[config.mk]
export PLATFORM = sky130hd
export DESIGN_NAME = tcc_timer8
export DESIGN_NICKNAME = d
export VERILOG_FILES = /design/src/design/tcc_pkg.sv /design/src/design/tcc_timer8.sv
export SDC_FILE = /design/constraint.sdc
export NUM_CORES = 1
export LEC_CHECK = 0
export BUFFER_PORTS_ARGS = -buffer_cell sky130_fd_sc_hd__buf_2
export CORE_MARGIN = 2
export CORE_UTILIZATION = 50
export CTS_BUF_LIST = sky130_fd_sc_hd__clkbuf_16
export DETAILED_ROUTE_END_ITERATION = 10
export PLACE_DENSITY = 0.7
export SLEW_MARGIN = 20
export SYNTH_ARGS = -nofsm -noshare
export SYNTH_HDL_FRONTEND = slang
export SYNTH_SLANG_ARGS = --single-unit
export TNS_END_PERCENT = 50
[constraint.sdc]
create_clock -name mclk -period 2.45 [get_ports mclk]
set_input_delay 0.3675 -clock mclk [delete_from_list [all_inputs] [get_ports mclk]]
set_output_delay 0.3675 -clock mclk [all_outputs]
set_load 0.05 [all_outputs]
[src/design/tcc_pkg.sv]
package tcc_pkg;
	// ==========================================
	// register map (byte addresses)
	localparam logic [7:0] ADDR_CTRL = 8'h00;
	localparam logic [7:0] ADDR_CMP1 = 8'h04;
	localparam logic [7:0] ADDR_CMP2 = 8'h08;
	localparam logic [7:0] ADDR_CAP1 = 8'h0c;
	localparam logic [7:0] ADDR_CAP2 = 8'h10;
	localparam logic [7:0] ADDR_STATUS = 8'h14;
	localparam logic [7:0] ADDR_MASK = 8'h18;
	localparam logic [7:0] ADDR_COUNT = 8'h1c;
	// ==========================================
	// ctrl field positions
	localparam int CTRL_PRESC_LO = 0;
	localparam int CTRL_CMP1_EN = 2;
	localparam int CTRL_CMP2_EN = 3;
	localparam int CTRL_FORCE1 = 4;
	localparam int CTRL_FORCE2 = 5;
	localparam int CTRL_LVL1 = 6;
	localparam int CTRL_LVL2 = 7;
	localparam int CTRL_EDGE1 = 8;
	localparam int CTRL_EDGE2 = 9;
	localparam int CTRL_PWM = 10;
	localparam int CTRL_OPM = 11;
	localparam int CTRL_WIDTH = 12;
	// status / mask bits
	localparam int ST_CMP1 = 0;
	localparam int ST_CMP2 = 1;
	localparam int ST_CAP1 = 2;
	localparam int ST_CAP2 = 3;
	localparam int ST_OVF = 4;
	localparam int ST_WIDTH = 5;
	// ==========================================
	// prescaler select codes and divide counts
	localparam logic [1:0] PRESC_DIV2 = 2'h0;
	localparam logic [1:0] PRESC_DIV4 = 2'h1;
	localparam logic [1:0] PRESC_DIV8 = 2'h2;
	localparam logic [1:0] PRESC_DIV8000 = 2'h3;
	localparam logic [12:0] DIV_2 = 13'h0002;
	localparam logic [12:0] DIV_4 = 13'h0004;
	localparam logic [12:0] DIV_8 = 13'h0008;
	localparam logic [12:0] DIV_8000 = 13'h1f40;
	localparam logic [CTRL_WIDTH-1:0] CTRL_RESET = 12'h001;
	localparam logic [1:0] RESP_OKAY = 2'h0;
	localparam logic [1:0] RESP_SLVERR = 2'h2;

	typedef enum logic [1:0] {
		TCC_MODE_CMP,
		TCC_MODE_PWM,
		TCC_MODE_OPM
	} tcc_mode_t;

	typedef struct packed {
		logic [7:0] awaddr;
		logic awvalid;
		logic [31:0] wdata;
		logic [3:0] wstrb;
		logic wvalid;
		logic bready;
		logic [7:0] araddr;
		logic arvalid;
		logic rready;
	} tcc_axi_req_t;

	typedef struct packed {
		logic awready;
		logic wready;
		logic bvalid;
		logic [1:0] bresp;
		logic arready;
		logic rvalid;
		logic [31:0] rdata;
		logic [1:0] rresp;
	} tcc_axi_rsp_t;
endpackage

[src/design/tcc_timer8.sv]
module tcc_timer8 (
	input wire logic mclk,
	input wire logic rst,
	input tcc_pkg::tcc_axi_req_t axi_req,
	output tcc_pkg::tcc_axi_rsp_t axi_rsp,
	input wire logic capture_in_one,
	input wire logic capture_in_two,
	output logic compare_out_one,
	output logic compare_out_two,
	output logic irq,
	output tcc_pkg::tcc_mode_t mode_out
);
	import tcc_pkg::*;

	typedef struct packed {
		tcc_axi_rsp_t rsp;
		logic aw_got;
		logic [7:0] aw_addr;
		logic w_got;
		logic [31:0] w_data;
		logic [3:0] w_strb;
		logic [CTRL_WIDTH-1:0] ctrl;
		logic [7:0] compare_value_one;
		logic [7:0] compare_value_two;
		logic [7:0] cap1;
		logic [7:0] cap2;
		logic [ST_WIDTH-1:0] status;
		logic [ST_WIDTH-1:0] mask;
		logic [12:0] presc;
		logic [7:0] count;
		logic [1:0] cap_prev;
		logic out1;
		logic out2;
		logic irq;
		tcc_mode_t mode;
	} tcc_state_t;

	tcc_state_t state_reg;
	tcc_state_t state_next;

	// ==========================================
	// combinational next state
	logic [12:0] div;
	logic tick;
	logic wr;
	logic rd_status;
	logic [ST_WIDTH-1:0] ev;
	logic [1:0] edge_hit;
	logic [1:0] edge_sel;
	logic [1:0] cap_now;
	logic [31:0] rd_val;
	logic rd_ok;
	logic [3:0] wb;
	always_comb begin
		state_next = state_reg;
		unique case (state_reg.ctrl[CTRL_PRESC_LO +: 2])
			PRESC_DIV2: div = DIV_2;
			PRESC_DIV4: div = DIV_4;
			PRESC_DIV8: div = DIV_8;
			PRESC_DIV8000: div = DIV_8000;
		endcase
		tick = (state_reg.presc >= div - 13'h0001);
		ev = '0;

		// prescaler and counter
		state_next.presc = tick ? 13'h0000 : state_reg.presc + 13'h0001;
		if (tick) begin
			state_next.count = state_reg.count + 8'h01;
			ev[ST_OVF] = (state_reg.count == 8'hff);
		end

		// mode: pwm wins over one-pulse
		if (state_reg.ctrl[CTRL_PWM]) begin
			state_next.mode = TCC_MODE_PWM;
		end else if (state_reg.ctrl[CTRL_OPM]) begin
			state_next.mode = TCC_MODE_OPM;
		end else begin
			state_next.mode = TCC_MODE_CMP;
		end

		// compare channels; match counted on tick so one flag per count value
		if (state_reg.ctrl[CTRL_FORCE1]) begin
			state_next.out1 = state_reg.ctrl[CTRL_LVL1];
		end else if (state_reg.ctrl[CTRL_CMP1_EN] && tick
				&& state_reg.count == state_reg.compare_value_one) begin
			state_next.out1 = state_reg.ctrl[CTRL_LVL1];
			ev[ST_CMP1] = 1'b1;
		end
		if (state_reg.ctrl[CTRL_FORCE2]) begin
			state_next.out2 = state_reg.ctrl[CTRL_LVL2];
		end else if (state_reg.ctrl[CTRL_CMP2_EN] && tick
				&& state_reg.count == state_reg.compare_value_two) begin
			state_next.out2 = state_reg.ctrl[CTRL_LVL2];
			ev[ST_CMP2] = 1'b1;
		end

		// capture channels; pins are taken as synchronous
		cap_now = {capture_in_two, capture_in_one};
		edge_sel = {state_reg.ctrl[CTRL_EDGE2], state_reg.ctrl[CTRL_EDGE1]};
		state_next.cap_prev = cap_now;
		for (int i = 0; i < 2; i++) begin
			edge_hit[i] = edge_sel[i] ? (cap_now[i] & ~state_reg.cap_prev[i])
				: (~cap_now[i] & state_reg.cap_prev[i]);
		end
		if (state_reg.ctrl[CTRL_PWM] || state_reg.ctrl[CTRL_OPM]) begin
			edge_hit[0] = 1'b0;
		end
		if (edge_hit[0]) begin
			state_next.cap1 = state_reg.count;
			ev[ST_CAP1] = 1'b1;
		end
		if (edge_hit[1]) begin
			state_next.cap2 = state_reg.count;
			ev[ST_CAP2] = 1'b1;
		end

		// ==========================================
		// axi4-lite write
		if (state_reg.rsp.awready && axi_req.awvalid) begin
			state_next.aw_got = 1'b1;
			state_next.aw_addr = axi_req.awaddr;
			state_next.rsp.awready = 1'b0;
		end
		if (state_reg.rsp.wready && axi_req.wvalid) begin
			state_next.w_got = 1'b1;
			state_next.w_data = axi_req.wdata;
			state_next.w_strb = axi_req.wstrb;
			state_next.rsp.wready = 1'b0;
		end
		wr = state_reg.aw_got && state_reg.w_got && !state_reg.rsp.bvalid;
		wb = state_reg.w_strb;
		if (wr) begin
			state_next.rsp.bvalid = 1'b1;
			state_next.rsp.bresp = RESP_OKAY;
			unique case (state_reg.aw_addr & 8'hfc)
				ADDR_CTRL: begin
					if (wb[0]) state_next.ctrl[7:0] = state_reg.w_data[7:0];
					if (wb[1]) state_next.ctrl[11:8] = state_reg.w_data[11:8];
				end
				ADDR_CMP1: if (wb[0]) state_next.compare_value_one = state_reg.w_data[7:0];
				ADDR_CMP2: if (wb[0]) state_next.compare_value_two = state_reg.w_data[7:0];
				// one write sets any combination of masks
				ADDR_MASK: if (wb[0]) state_next.mask = state_reg.w_data[ST_WIDTH-1:0];
				ADDR_CAP1, ADDR_CAP2, ADDR_STATUS, ADDR_COUNT: ;
				default: state_next.rsp.bresp = RESP_SLVERR;
			endcase
		end
		if (state_reg.rsp.bvalid && axi_req.bready) begin
			state_next.rsp.bvalid = 1'b0;
			state_next.aw_got = 1'b0;
			state_next.w_got = 1'b0;
			state_next.rsp.awready = 1'b1;
			state_next.rsp.wready = 1'b1;
		end

		// ==========================================
		// axi4-lite read
		rd_ok = 1'b1;
		unique case (axi_req.araddr & 8'hfc)
			ADDR_CTRL: rd_val = {20'h00000, state_reg.ctrl};
			ADDR_CMP1: rd_val = {24'h000000, state_reg.compare_value_one};
			ADDR_CMP2: rd_val = {24'h000000, state_reg.compare_value_two};
			ADDR_CAP1: rd_val = {24'h000000, state_reg.cap1};
			ADDR_CAP2: rd_val = {24'h000000, state_reg.cap2};
			ADDR_STATUS: rd_val = {27'h0000000, state_reg.status};
			ADDR_MASK: rd_val = {27'h0000000, state_reg.mask};
			ADDR_COUNT: rd_val = {24'h000000, state_reg.count};
			default: begin
				rd_val = 32'h00000000;
				rd_ok = 1'b0;
			end
		endcase
		rd_status = 1'b0;
		if (state_reg.rsp.arready && axi_req.arvalid) begin
			state_next.rsp.arready = 1'b0;
			state_next.rsp.rvalid = 1'b1;
			state_next.rsp.rdata = rd_val;
			state_next.rsp.rresp = rd_ok ? RESP_OKAY : RESP_SLVERR;
			rd_status = ((axi_req.araddr & 8'hfc) == ADDR_STATUS);
		end
		if (state_reg.rsp.rvalid && axi_req.rready) begin
			state_next.rsp.rvalid = 1'b0;
			state_next.rsp.arready = 1'b1;
		end

		// read clears status; a same-cycle event still lands
		state_next.status = (rd_status ? '0 : state_reg.status) | ev;
		state_next.irq = |(state_next.status & state_next.mask);
	end

	// ==========================================
	// state register
	always_ff @(posedge mclk) begin
		if (rst) begin
			state_reg <= '0;
			state_reg.ctrl <= CTRL_RESET;
			state_reg.mode <= TCC_MODE_CMP;
			// pins rest high; a zero here would fake a rising edge after reset
			state_reg.cap_prev <= 2'h3;
			state_reg.rsp.awready <= 1'b1;
			state_reg.rsp.wready <= 1'b1;
			state_reg.rsp.arready <= 1'b1;
		end else begin
			state_reg <= state_next;
		end
	end

	assign axi_rsp = state_reg.rsp;
	assign compare_out_one = state_reg.out1;
	assign compare_out_two = state_reg.out2;
	assign irq = state_reg.irq;
	assign mode_out = state_reg.mode;
endmodule

==> results list, run 1 <==
* Run status: completed
- CTS placed an instance of clkbuf_16 at the clock tree root.
* Flop and latch count out of synthesis: around 120
* Overall via count from detail_route: 4578
- Synth async-reset ratio: 0%
- By area the synthesized netlist is led by dfxtp_1, mux2i_1, buf_4.
- The finished layout holds approximately 850 standard cells, fillers aside.
- 0 antenna diodes ended up in the layout.
- Hold path startpoint: axi_req[11]
- Relative to the synthesized area, the layout overhead comes to 14.6%.
* Clk_skew: around 6.6 ps
* Leading post-synthesis cells by instance count: dfxtp_1, nor2_1, nand2_1, a21oi_1, mux2i_1
- Crit path DAT: between 2000 and 3000 ps
- # setup viols final: 0
- Cells with a size suffix above 1 make up a little under a fifth of the layout.
- For this run the aggregate overflow at the end of global routing stands at 0.
- Slew at the pin closest to its max-slew limit: ~610 ps
- The worst setup path is launched from a flop.
- Entering global routing, the biggest net connects 46 pins.
- The final critical path takes up 92.3% of the cycle.
- Slew Viols, Final: 0
- Unrepaired setup endpoints after global routing: no
* Fin Setup TNS: 0 ps
- During synthesis, Yosys emitted a total of 0 warnings.
* Number of flip-flops under the largest register name: 95
* Clk slew on worst S/H paths: roughly 60 ps
- The first global-routing pass estimated 22800 um of wire.
- Floorplan die area: 0.0125 mm2
- In this run the static leakage power is about 2.8 nW.
- The count of endpoints failing hold in the final timing report came to 0.
- Top-Level Pins: around 110
- Num Clock Sinks: 123
- In this run the core area contains 39 standard-cell rows.
* Crit. Startpoint: state_reg[70]
* Total GRT Usage: a little under a quarter
- Critical path endpoint category: flop
- Total Nets Final: 767
* Required time reported for the critical path endpoint: 2750 ps
- In the routed layout, each cell is associated on average with a via count of approximately 5.4.
- Synth Instances: roughly 650
- A synthesized cell averages 8.96 um2.
* Part of the Yosys area used for sequential elements: a little over two fifths
- In the final routed layout, each cell accounts on average for 16.0 um.
- Vertical die dimension: 112 um
- Post-synth top flop: dfxtp_1
* Clk_lat worst skew: about 420 ps
- The min-delay analysis places its worst path in the category input port to flop.
- In this run the tightest slew margin relative to its limit is 59.2%.
* Library cells used by synthesis: 56
- After detailed routing, the number of remaining DRC violations is 0.
* Core area: between 0.01 and 0.015 mm2
- Post-Synthesis Cell Area: about 0.0058 mm2
- Initial standard-cell utilization of the core: about half
- Count of buffers inserted at the top-level ports: 58
- Detailed placement finished with a half-perimeter wire length of between 9000 and 10000 um.
- Routability-driven placement finished with a final weighted congestion of around 0.87.
* Number of global-route vias before repair: 4515
- Worst reg2reg path startpoint: state_reg[70]
- The critical path is of the flop to flop type.
- From left edge to right edge, the die measures roughly 110 um.
- The first routing iteration left between 200 and 250 violations.
- Dividing total power by cell area gives a power density of around 730 mW/mm2.
* Cells after DPL: 813
* Most used standard cell by instance count after synthesis: dfxtp_1
- Buffers inserted during clock tree synthesis total 17.
- Timing would allow up to between 400 and 500 MHz.
- The first detailed-routing pass ran for 5 iterations.
- Along the worst path, the maximum fanout reaches 7.
- Standard cell area after detailed placement: 0.00604 mm2
- The worst path in the final design needs a cycle of between 2000 and 2500 ps, including I/O delays and setup.
* Cell area after layout: about 0.0067 mm2
- Fraction of post-synthesis cell area in the top cell type by area: 42.4%
- Largest area contributor in the synthesized netlist: dfxtp_1
- TritonCTS built the clock tree.
* Level count of the clock H-tree: 4
* Peak ir drop on the vdd network: roughly 0.56 mV
- Routed Antenna Nets: 0
- Detailed-route wire length: ~14000 um
- The clock passes through at most 2 buffers.
* Number of enable flip-flop cells after synthesis: 0
* Initial antenna violation count: 0
* # Max-Cap Violations: 0
per-layer routing:
metal	global-route usage (%)	routed length [um]	vias to the layer above
met5	0	0	-
met4	10.4	383	0
met3	5.66	721	28
met2	36.6	6330	146
met1	30.0	6140	2139
li1	-	-	2265
logic make-up after synthesis:
family	Yosys count	share of synthesized area, %
and+or+nand+nor	221	17.8
DFF	123	42.4
other	2	0.129
xor gates and xnor gates	34	5.12
AOI/OAI and AO/OA	118	14.2
adders and majority gates	14	3.01
muxes	49	8.55
buffers and inverters	88	8.83
report_power, final:
part | switching, mW | internal, mW
clock | 0.889 | 1.58
sequential | 0.0396 | 2.04
combinational | 0.239 | 0.0956
worst max-delay path, stage by stage (launching register included):
cell       delay, ps
dfxtp_2          380
nand2_2          110
ha_1             330
a21oi_1           70
o21ai_0          300
a21oi_2          150
buf_4            170
a2111oi_2        390
xnor2_1          170
nor2_1            60
placed cells by master, fill, tap and decap left out, types with 3 or more instances in the layout:
master      synthesis  layout
nand2_1            70      68
o21ai_0             9       8
or2_2               3       3
buf_4              43      19
a41o_1              5       5
ha_1               14      14
nor2b_1             5       5
nand4_1             4       4
nor2_1             81      81
xor2_1             16      16
xnor2_1            18      18
a22oi_1            31      31
dfxtp_1           123     121
a31o_1              4       4
nand3_1            20      20
and2_1              4       4
a21oi_1            48      48
buf_2              11      58
bufinv_16           0       3
and3_1              8       8
nor3_1              3       3
inv_1              12      15
conb_1              2      24
mux2i_1            47      47
nand2b_1            3       3
clkbuf_16           0      17
nor3b_1             3       3
clkinvlp_4          0       3
clkinv_2            0       3
area by class of cell:
cell class                 instances  area, um2
timing repair buffer              78        453
sequential                       123       2460
fill                            1004       4710
tap                              143        179
multi-input combinational        460       2930
clock inverter                    15        160
inverter                          12       45.0
clock buffer                      17        425
per-stage QoR:
step	util, %	power [mW]	setup slack, ps	hold WS (ps)
2_1_floorplan	-	2.41	399	432
6_report	58.6	4.88	188	153
4_1_cts	58.2	4.91	84.0	145
3_5_place_dp	53.1	2.46	138	444
3_3_place_gp	53.1	2.45	214	441
5_1_grt	58.6	5.06	45.4	168
timing repair:
action                                  4_1_cts  5_1_grt
resized for setup                             0        6
endpoints found under the setup margin        0        5
buffers inserted                              0        3
endpoints found under the hold margin         0        0
hold buffers                                  0        0
worst paths after layout:
check / endpoint / slack [ps] / cells past startpoint
worst max register to register: state_reg[12] / 190 / 9
worst min register to register: axi_rsp[12] / 440 / 2
worst min-delay path: axi_rsp[39] / 150 / 2
worst max-delay path: state_reg[12] / 190 / 9
Note: power is estimated with default switching activity, not from simulation.
==> run 2, diff against run 1 <==
--- a/config.mk
+++ b/config.mk
@@ -5,12 +5,12 @@
 export SDC_FILE = /design/constraint.sdc
 export NUM_CORES = 1
 export LEC_CHECK = 0
-export BUFFER_PORTS_ARGS = -buffer_cell sky130_fd_sc_hd__buf_2
 export CORE_MARGIN = 2
 export CORE_UTILIZATION = 50
 export CTS_BUF_LIST = sky130_fd_sc_hd__clkbuf_16
 export DETAILED_ROUTE_END_ITERATION = 10
-export PLACE_DENSITY = 0.7
+export DONT_BUFFER_PORTS = 1
+export PLACE_DENSITY = 0.62
 export SLEW_MARGIN = 20
 export SYNTH_ARGS = -nofsm -noshare
 export SYNTH_HDL_FRONTEND = slang
==> run 2 against run 1 <==
Effect of this change:
- clock-buffer cell count did not move
- first-iteration DRC count increased by 75%
- clock skew is essentially flat
- global-route usage decreased by 0.72 points
- via count is 4.0% lower
- critical path type unchanged
- largest power group unchanged
==> results list, run 2 (same netlist as run 1, synthesis figures left out) <==
* Required time reported for the critical path endpoint: 2810 ps
- Level count of the clock H-tree: 4
* # setup viols final: 0
- Portion of the clock cycle consumed by the worst path in the final layout: between 90% and 100%
* Overall via count from detail_route: 4394
* Setup fix buffers added after clock tree synthesis: 0
- For this run, the post-layout net count is 709.
* Estimated wirelength of the detail-placed design: 9670 um
- Initial antenna violation count: 0
* Maximum achievable frequency: around 440 MHz
- Detailed-route wire length: 13400 um
* Unrepaired setup endpoints after global routing: no
* Post-cts gate resize count: 0
- Crit path DAT: 2640 ps
- The detailed router finished its first iteration with 400 violations.
* Initial standard-cell utilization of the core: 51.1%
- Once placement finished, the instance area stood at approximately 0.0058 mm2.
* Floorplan die area: about 0.013 mm2
- At the end of routability-driven placement, the weighted congestion stood at around 0.91.
- Number of global-route vias before repair: approximately 4200
* Fin Setup TNS: 0 ps
* Pre-CTS worst setup slack: 154 ps
- The worst setup path is of the flop to flop kind.
- Vertical die dimension: roughly 110 um
- Commonest cells after routing, fill and taps aside: dfxtp_1, nor2_1, nand2_1
- Cells fill 56.2% of the core in the end.
- Critical path endpoint category: flop
- Layout cell share with drive strength beyond 1: around a tenth
* Clk_lat worst skew: roughly 420 ps
* Maximum number of pins on one net before global-route repair: 104
- Post-detailed-route DRC marker count: 0
- CTS Root Cell: clkbuf_16
- Worst hold margin: between 20 and 30 ps
- Number of rows created at floorplan: 39
* Peak ir drop on the vdd network: ~0.53 mV
* Top-Level Pins: 107
* Total overflow reported by the global router: 0
- Of the total power, the share spent switching nets is approximately 23%.
- Run status: completed
- Wire length of the first global-routing pass: 21900 um
- Diode insertion count for antenna repair: 0
* P per Cell Area: around 790 mW/mm2
- The library cell used most frequently in the layout, excluding fill and tap cells, is dfxtp_1.
* Internal portion of total power: a little under 4 mW
* Min cycle time layout: 2280 ps
- The core region is around 0.011 mm2.
- GRT met1 Usage: about 29%
* Slew Viols, Final: 0
- The clock drives 123 sinks.
* Total GRT Usage: 22.4%
- Num CTS Buffers: 17
- Routed Antenna Nets: 0
- Clk_skew: 6.74 ps
- The layer flagged by global routing as most heavily used is met2.
- Summed over all nets, the switching power comes to between 1 and 1.5 mW.
- Maximum buffer depth of the clock tree: 2
- Count of buffers inserted at the top-level ports: 0
- Chip width: 112 um
* Hold Path Class: input port to flop
- # Max-Cap Violations: 0
- Met2 Track Usage GR: between 30% and 40%
- At the pin with the least slew margin, the transition time is around 750 ps.
- In the post-route analysis, the smallest setup slack over all paths is about 170 ps.
* Part of the power in the clock network: 53.2%
- Crit Path Max Fanout: 8
- Iteration count of the initial detailed-routing pass: 5
- Share of power burned in combinational logic: 5.1%
- Clk slew on worst S/H paths: approximately 60 ps
* TritonCTS clock tree: built
* Tightest slew margin relative to the limit: between 50% and 60%
* Area added between synthesis and finish: 9.90%
- Wire per inst: 17.0 um
* Leakage power of the design: ~2.6 nW
- The finished cells cover 0.00639 mm2.
- Startpoint kind of the worst setup timing path: flop
- Sequential cell fraction of total power: between 40% and 50%
- Global routing used ~6.2% of the available met3 tracks.
- The register with the most flip-flops in the layout has 95 of them.
- The count of endpoints failing hold in the final timing report came to 0.
- Using the TritonRoute via totals, the vias-per-cell ratio works out to 5.56.
* Number of buffers inserted by hold repair at cts: 0
## run 2: cell types whose count changed in the layout (fill, tap and decap cells not counted), sizes merged
cell / previous run / this run
buf: 78 / 20
bufinv: 3 / 5
clkinvlp: 3 / 2
inv: 15 / 14
## run 2: cell type report
class	count	area (um2)
clock buffers	17	425
inverters	12	45.0
flip-flops and latches	123	2460
well taps	143	179
fillers	1020	4980
repair buffers	20	150
multi-input cells	460	2920
clock inverters	15	206
## run 2: final timing paths
path	depth (start not counted)	slack [ps]	from	to
setup / recovery	8	170	state_reg[70]	compare_out_two
hold / removal	1	30	rst	state_reg[56]
setup reg to reg	8	170	state_reg[70]	compare_out_two
hold reg to reg	2	460	state_reg[124]	state_reg[124]
## run 2: per-stage QoR
| step | power [mW] | instances |
|---|---|---|
| after floorplan | 2.41 | 671 |
| after global placement | 2.39 | 758 |
| after detailed placement | 2.40 | 758 |
| after CTS | 5.08 | 790 |
| after global routing | 5.19 | 790 |
| final | 5.04 | 790 |
## run 2: worst max-delay path, cell delays in order, from the launching register on
cell and delay, ps:
dfxtp_1 350, nand2_1 150, ha_1 320, a21oi_1 120, o21ai_0 170, a21oi_2 400, a21boi_1 220, or3b_1 380
a21oi_1 120
## run 2: power groups by stage
stage / clock network [mW] / logic, mW / registers (mW)
3_5_place_dp: 0 / 0.255 / 2.14
5_1_grt: 2.81 / 0.281 / 2.11
6_report: 2.68 / 0.256 / 2.10
4_1_cts: 2.72 / 0.257 / 2.10
3_3_place_gp: 0 / 0.249 / 2.14
2_1_floorplan: 0 / 0.297 / 2.11
## run 2: per-layer routing
| metal | part of all wire (%) | vias up | wire (um) |
|---|---|---|---|
| met5 | 0 | - | 0 |
| met4 | 1.7 | 0 | 232 |
| met3 | 6.4 | 19 | 860 |
| met2 | 46 | 140 | 6240 |
| met1 | 45 | 2090 | 6100 |
| li1 | - | 2145 | - |
==> run 3, diff against run 2 <==
--- a/config.mk
+++ b/config.mk
@@ -10,7 +10,7 @@
 export CTS_BUF_LIST = sky130_fd_sc_hd__clkbuf_16
 export DETAILED_ROUTE_END_ITERATION = 10
 export DONT_BUFFER_PORTS = 1
-export PLACE_DENSITY = 0.62
+export PLACE_DENSITY = 0.65
 export SLEW_MARGIN = 20
 export SYNTH_ARGS = -nofsm -noshare
 export SYNTH_HDL_FRONTEND = slang
==> constraint.sdc (replaced) <==
create_clock -name mclk -period 2 [get_ports mclk]
set_input_delay 0.3 -clock mclk [delete_from_list [all_inputs] [get_ports mclk]]
set_output_delay 0.3 -clock mclk [all_outputs]
set_load 0.05 [all_outputs]
==> run 3 against run 2 <==
Effect of this change:
- the flow now finishes with violations (hold timing, setup timing)
- via count up 9.5%
- wire length is 10% higher
- total power grew 16%
- cell count rose by 11%
- clock-buffer cell count unchanged
- worst setup slack got worse by 350 ps
- sequential cell count is the same
- clock power grew 6%
- largest cell class unchanged
==> results list, run 3 (same netlist as run 1, synthesis figures left out) <==
* Layout cell share with drive strength beyond 1: a little under a fifth
- The register with the most flip-flops in the layout has 95 of them.
- Combined buffer and inverter count along the critical path: 0
- For this run, global-route usage on met1 was measured as ~29%.
- Critical path endpoint category: flop
* Share of the core filled with cells in the final layout: around 64%
- Final Hold Violating Endpoints: 8
* Met3 GRT Util: slightly below 6%
* Maximum number of pins on one net before global-route repair: roughly 100
* Slowest-stage cell, CP: or3b_1
* Leading cell type in the layout, fill and taps excluded: dfxtp_1
* Initial standard-cell utilization of the core: 51.1%
- Clk_lat worst skew: between 400 and 500 ps
* Post-layout worst setup margin: -190 ps
* Total overflow reported by the global router: 0
- Headroom to the max-slew limit came out at 59.3%.
- Port buffering added 0 buffers.
- Max-cap violations in this run came to 0.
- Slew Viols, Final: 0
- Static timing analysis puts the maximum clock frequency at ~460 MHz.
- Post-detailed-route DRC marker count: 0
- # setup viols final: 9
- Num CTS Buffers: 17
* Final weighted congestion in routability-driven placement: between 0.9 and 1
- The first global-routing pass estimated around 23000 um of wire.
* Ordered cell list for the critical path: nand2_4, ha_4, and3_4, a31o_4, o21ai_4, a21boi_2, or3b_1, a21oi_2
* Core area: roughly 0.011 mm2
* Leakage power of the design: slightly above 3 nW
- TritonCTS clock tree: built
- For this design the ratio of total power to cell area is approximately 800 mW/mm2.
- Maximum buffer depth of the clock tree: 2
- In this run the horizontal extent of the chip is 112 um.
- Routed Antenna Nets: 0
* Met2 Track Usage GR: between 30% and 40%
- Portion of the clock cycle consumed by the worst path in the final layout: 109%
- Buffers inserted to repair hold after CTS numbered 53.
* Crit Path Max Fanout: 8
- Relative to the synthesized area, the layout overhead comes to 26.0%.
- Slew at the pin closest to its max-slew limit: 603 ps
- The smallest clock period supported by the final layout is computed as around 2200 ps.
- Run status: complete, but fails checks
- Clock skew on the completed layout was measured at 9.65 ps.
- For this block, the routed nets add up to roughly 15000 um of wire.
- Clk slew on worst S/H paths: approximately 60 ps
* Standard cell area after detailed placement: between 0.005 and 0.006 mm2
- Power after layout: between 5 and 6 mW
* Vias/cell: ~5.5
- Number of rows created at floorplan: 39
- Worst setup path class: flop to flop
* Num Clock Sinks: approximately 120
- For flop-to-flop paths, the worst setup slack is -190 ps.
* Initial antenna violation count: 0
- The die is between 100 and 150 um tall.
- Cell area after layout: roughly 0.0073 mm2
- Level count of the clock H-tree: 4
- DRT iter0 DRCs: 278
* Peak per-stage delay on the critical path: 410 ps
- Startpoint kind of the worst setup timing path: flop
* Total GRT Usage: about a quarter
- Worst reg2reg path startpoint: state_reg[71]
* Commonest cells after routing, fill and taps aside: dfxtp_1, nor2_1, nand2_1
- The global routing stage identified its most utilized layer as met2.
- Total Nets Final: 793
- Overall via count from detail_route: 4812
* Cells after DPL: just under 800
- The worst hold path begins at rst.
- Required time reported for the critical path endpoint: between 2000 and 2500 ps
- Estimated wirelength of the detail-placed design: around 10000 um
* Number of global-route vias before repair: 4750
- The final reports fail on hold timing, setup timing.
- Cell type group with the largest total delay on the critical path: compound AO/OA/AOI/OAI gates
- Crit path DAT: ~2500 ps
- Counting the fill cells in the layout gives between 900 and 1000.
- Fin Setup TNS: -663 ps
- Setup repair after global routing could not meet its margin everywhere.
* Wire per inst: ~17 um
* Worst hold margin: -41.4 ps
- Crit. Startpoint: state_reg[71]
* Peak ir drop on the vdd network: 0.820 mV
- Floorplan die area: approximately 0.013 mm2
* Diode insertion count for antenna repair: 0
- Hold Path Class: input port to flop
* Top-Level Pins: roughly 110
- Excluding fillers, the count of instances in the completed layout stands at a little under 900.
- Iteration count of the initial detailed-routing pass: 5
* CTS Root Cell: clkbuf_16
-- run 3: stage by stage --
step           setup WS, ps  hold slack, ps
2_1_floorplan          24.4             400
3_3_place_gp           -153             383
3_5_place_dp           -226             381
4_1_cts                -112           -57.4
5_1_grt                -274           -61.7
6_report               -190           -41.4
-- run 3: final cells by class --
| class | instances | area (um2) | area share (%) |
|---|---|---|---|
| Sequential cell | 123 | 2470 | 33.8 |
| Timing Repair Buffer | 104 | 925 | 12.6 |
| Clock buffer | 17 | 425 | 5.81 |
| Tap cell | 143 | 179 | 2.44 |
| Clock inverter | 15 | 125 | 1.71 |
| Inverter | 12 | 45.0 | 0.615 |
| Multi-Input combinational cell | 460 | 3150 | 43.0 |
-- run 3: what timing repair did --
| item | 4_1_cts | 5_1_grt |
|---|---|---|
| pin swaps | 9 | 13 |
| setup endpoints to repair | 27 | 27 |
| hold endpoints to repair | 100 | 49 |
| resized for setup | 20 | 28 |
| buffers inserted | 0 | 10 |
-- run 3: power breakdown --
part	leakage [nW]	total [mW]	internal, mW	switching [mW]
Sequential	1.00	2.57	2.50	0.0688
Clock	0.262	2.85	1.70	1.15
Combinational	1.77	0.402	0.154	0.248
Total	3.03	5.82	4.36	1.47
-- run 3: metal layers --
metal | vias up | share of wire [%]
li1 | 2312 | -
met1 | 2309 | 43
met2 | 162 | 49
met3 | 29 | 5.8
met4 | 0 | 2.5
met5 | - | 0
-- run 3: final timing paths --
| check | to | depth (start not counted) |
|---|---|---|
| hold reg to reg | state_reg[34] | 2 |
| setup reg to reg | compare_out_two | 8 |
| hold / removal | state_reg[71] | 1 |
| setup / recovery | compare_out_two | 8 |
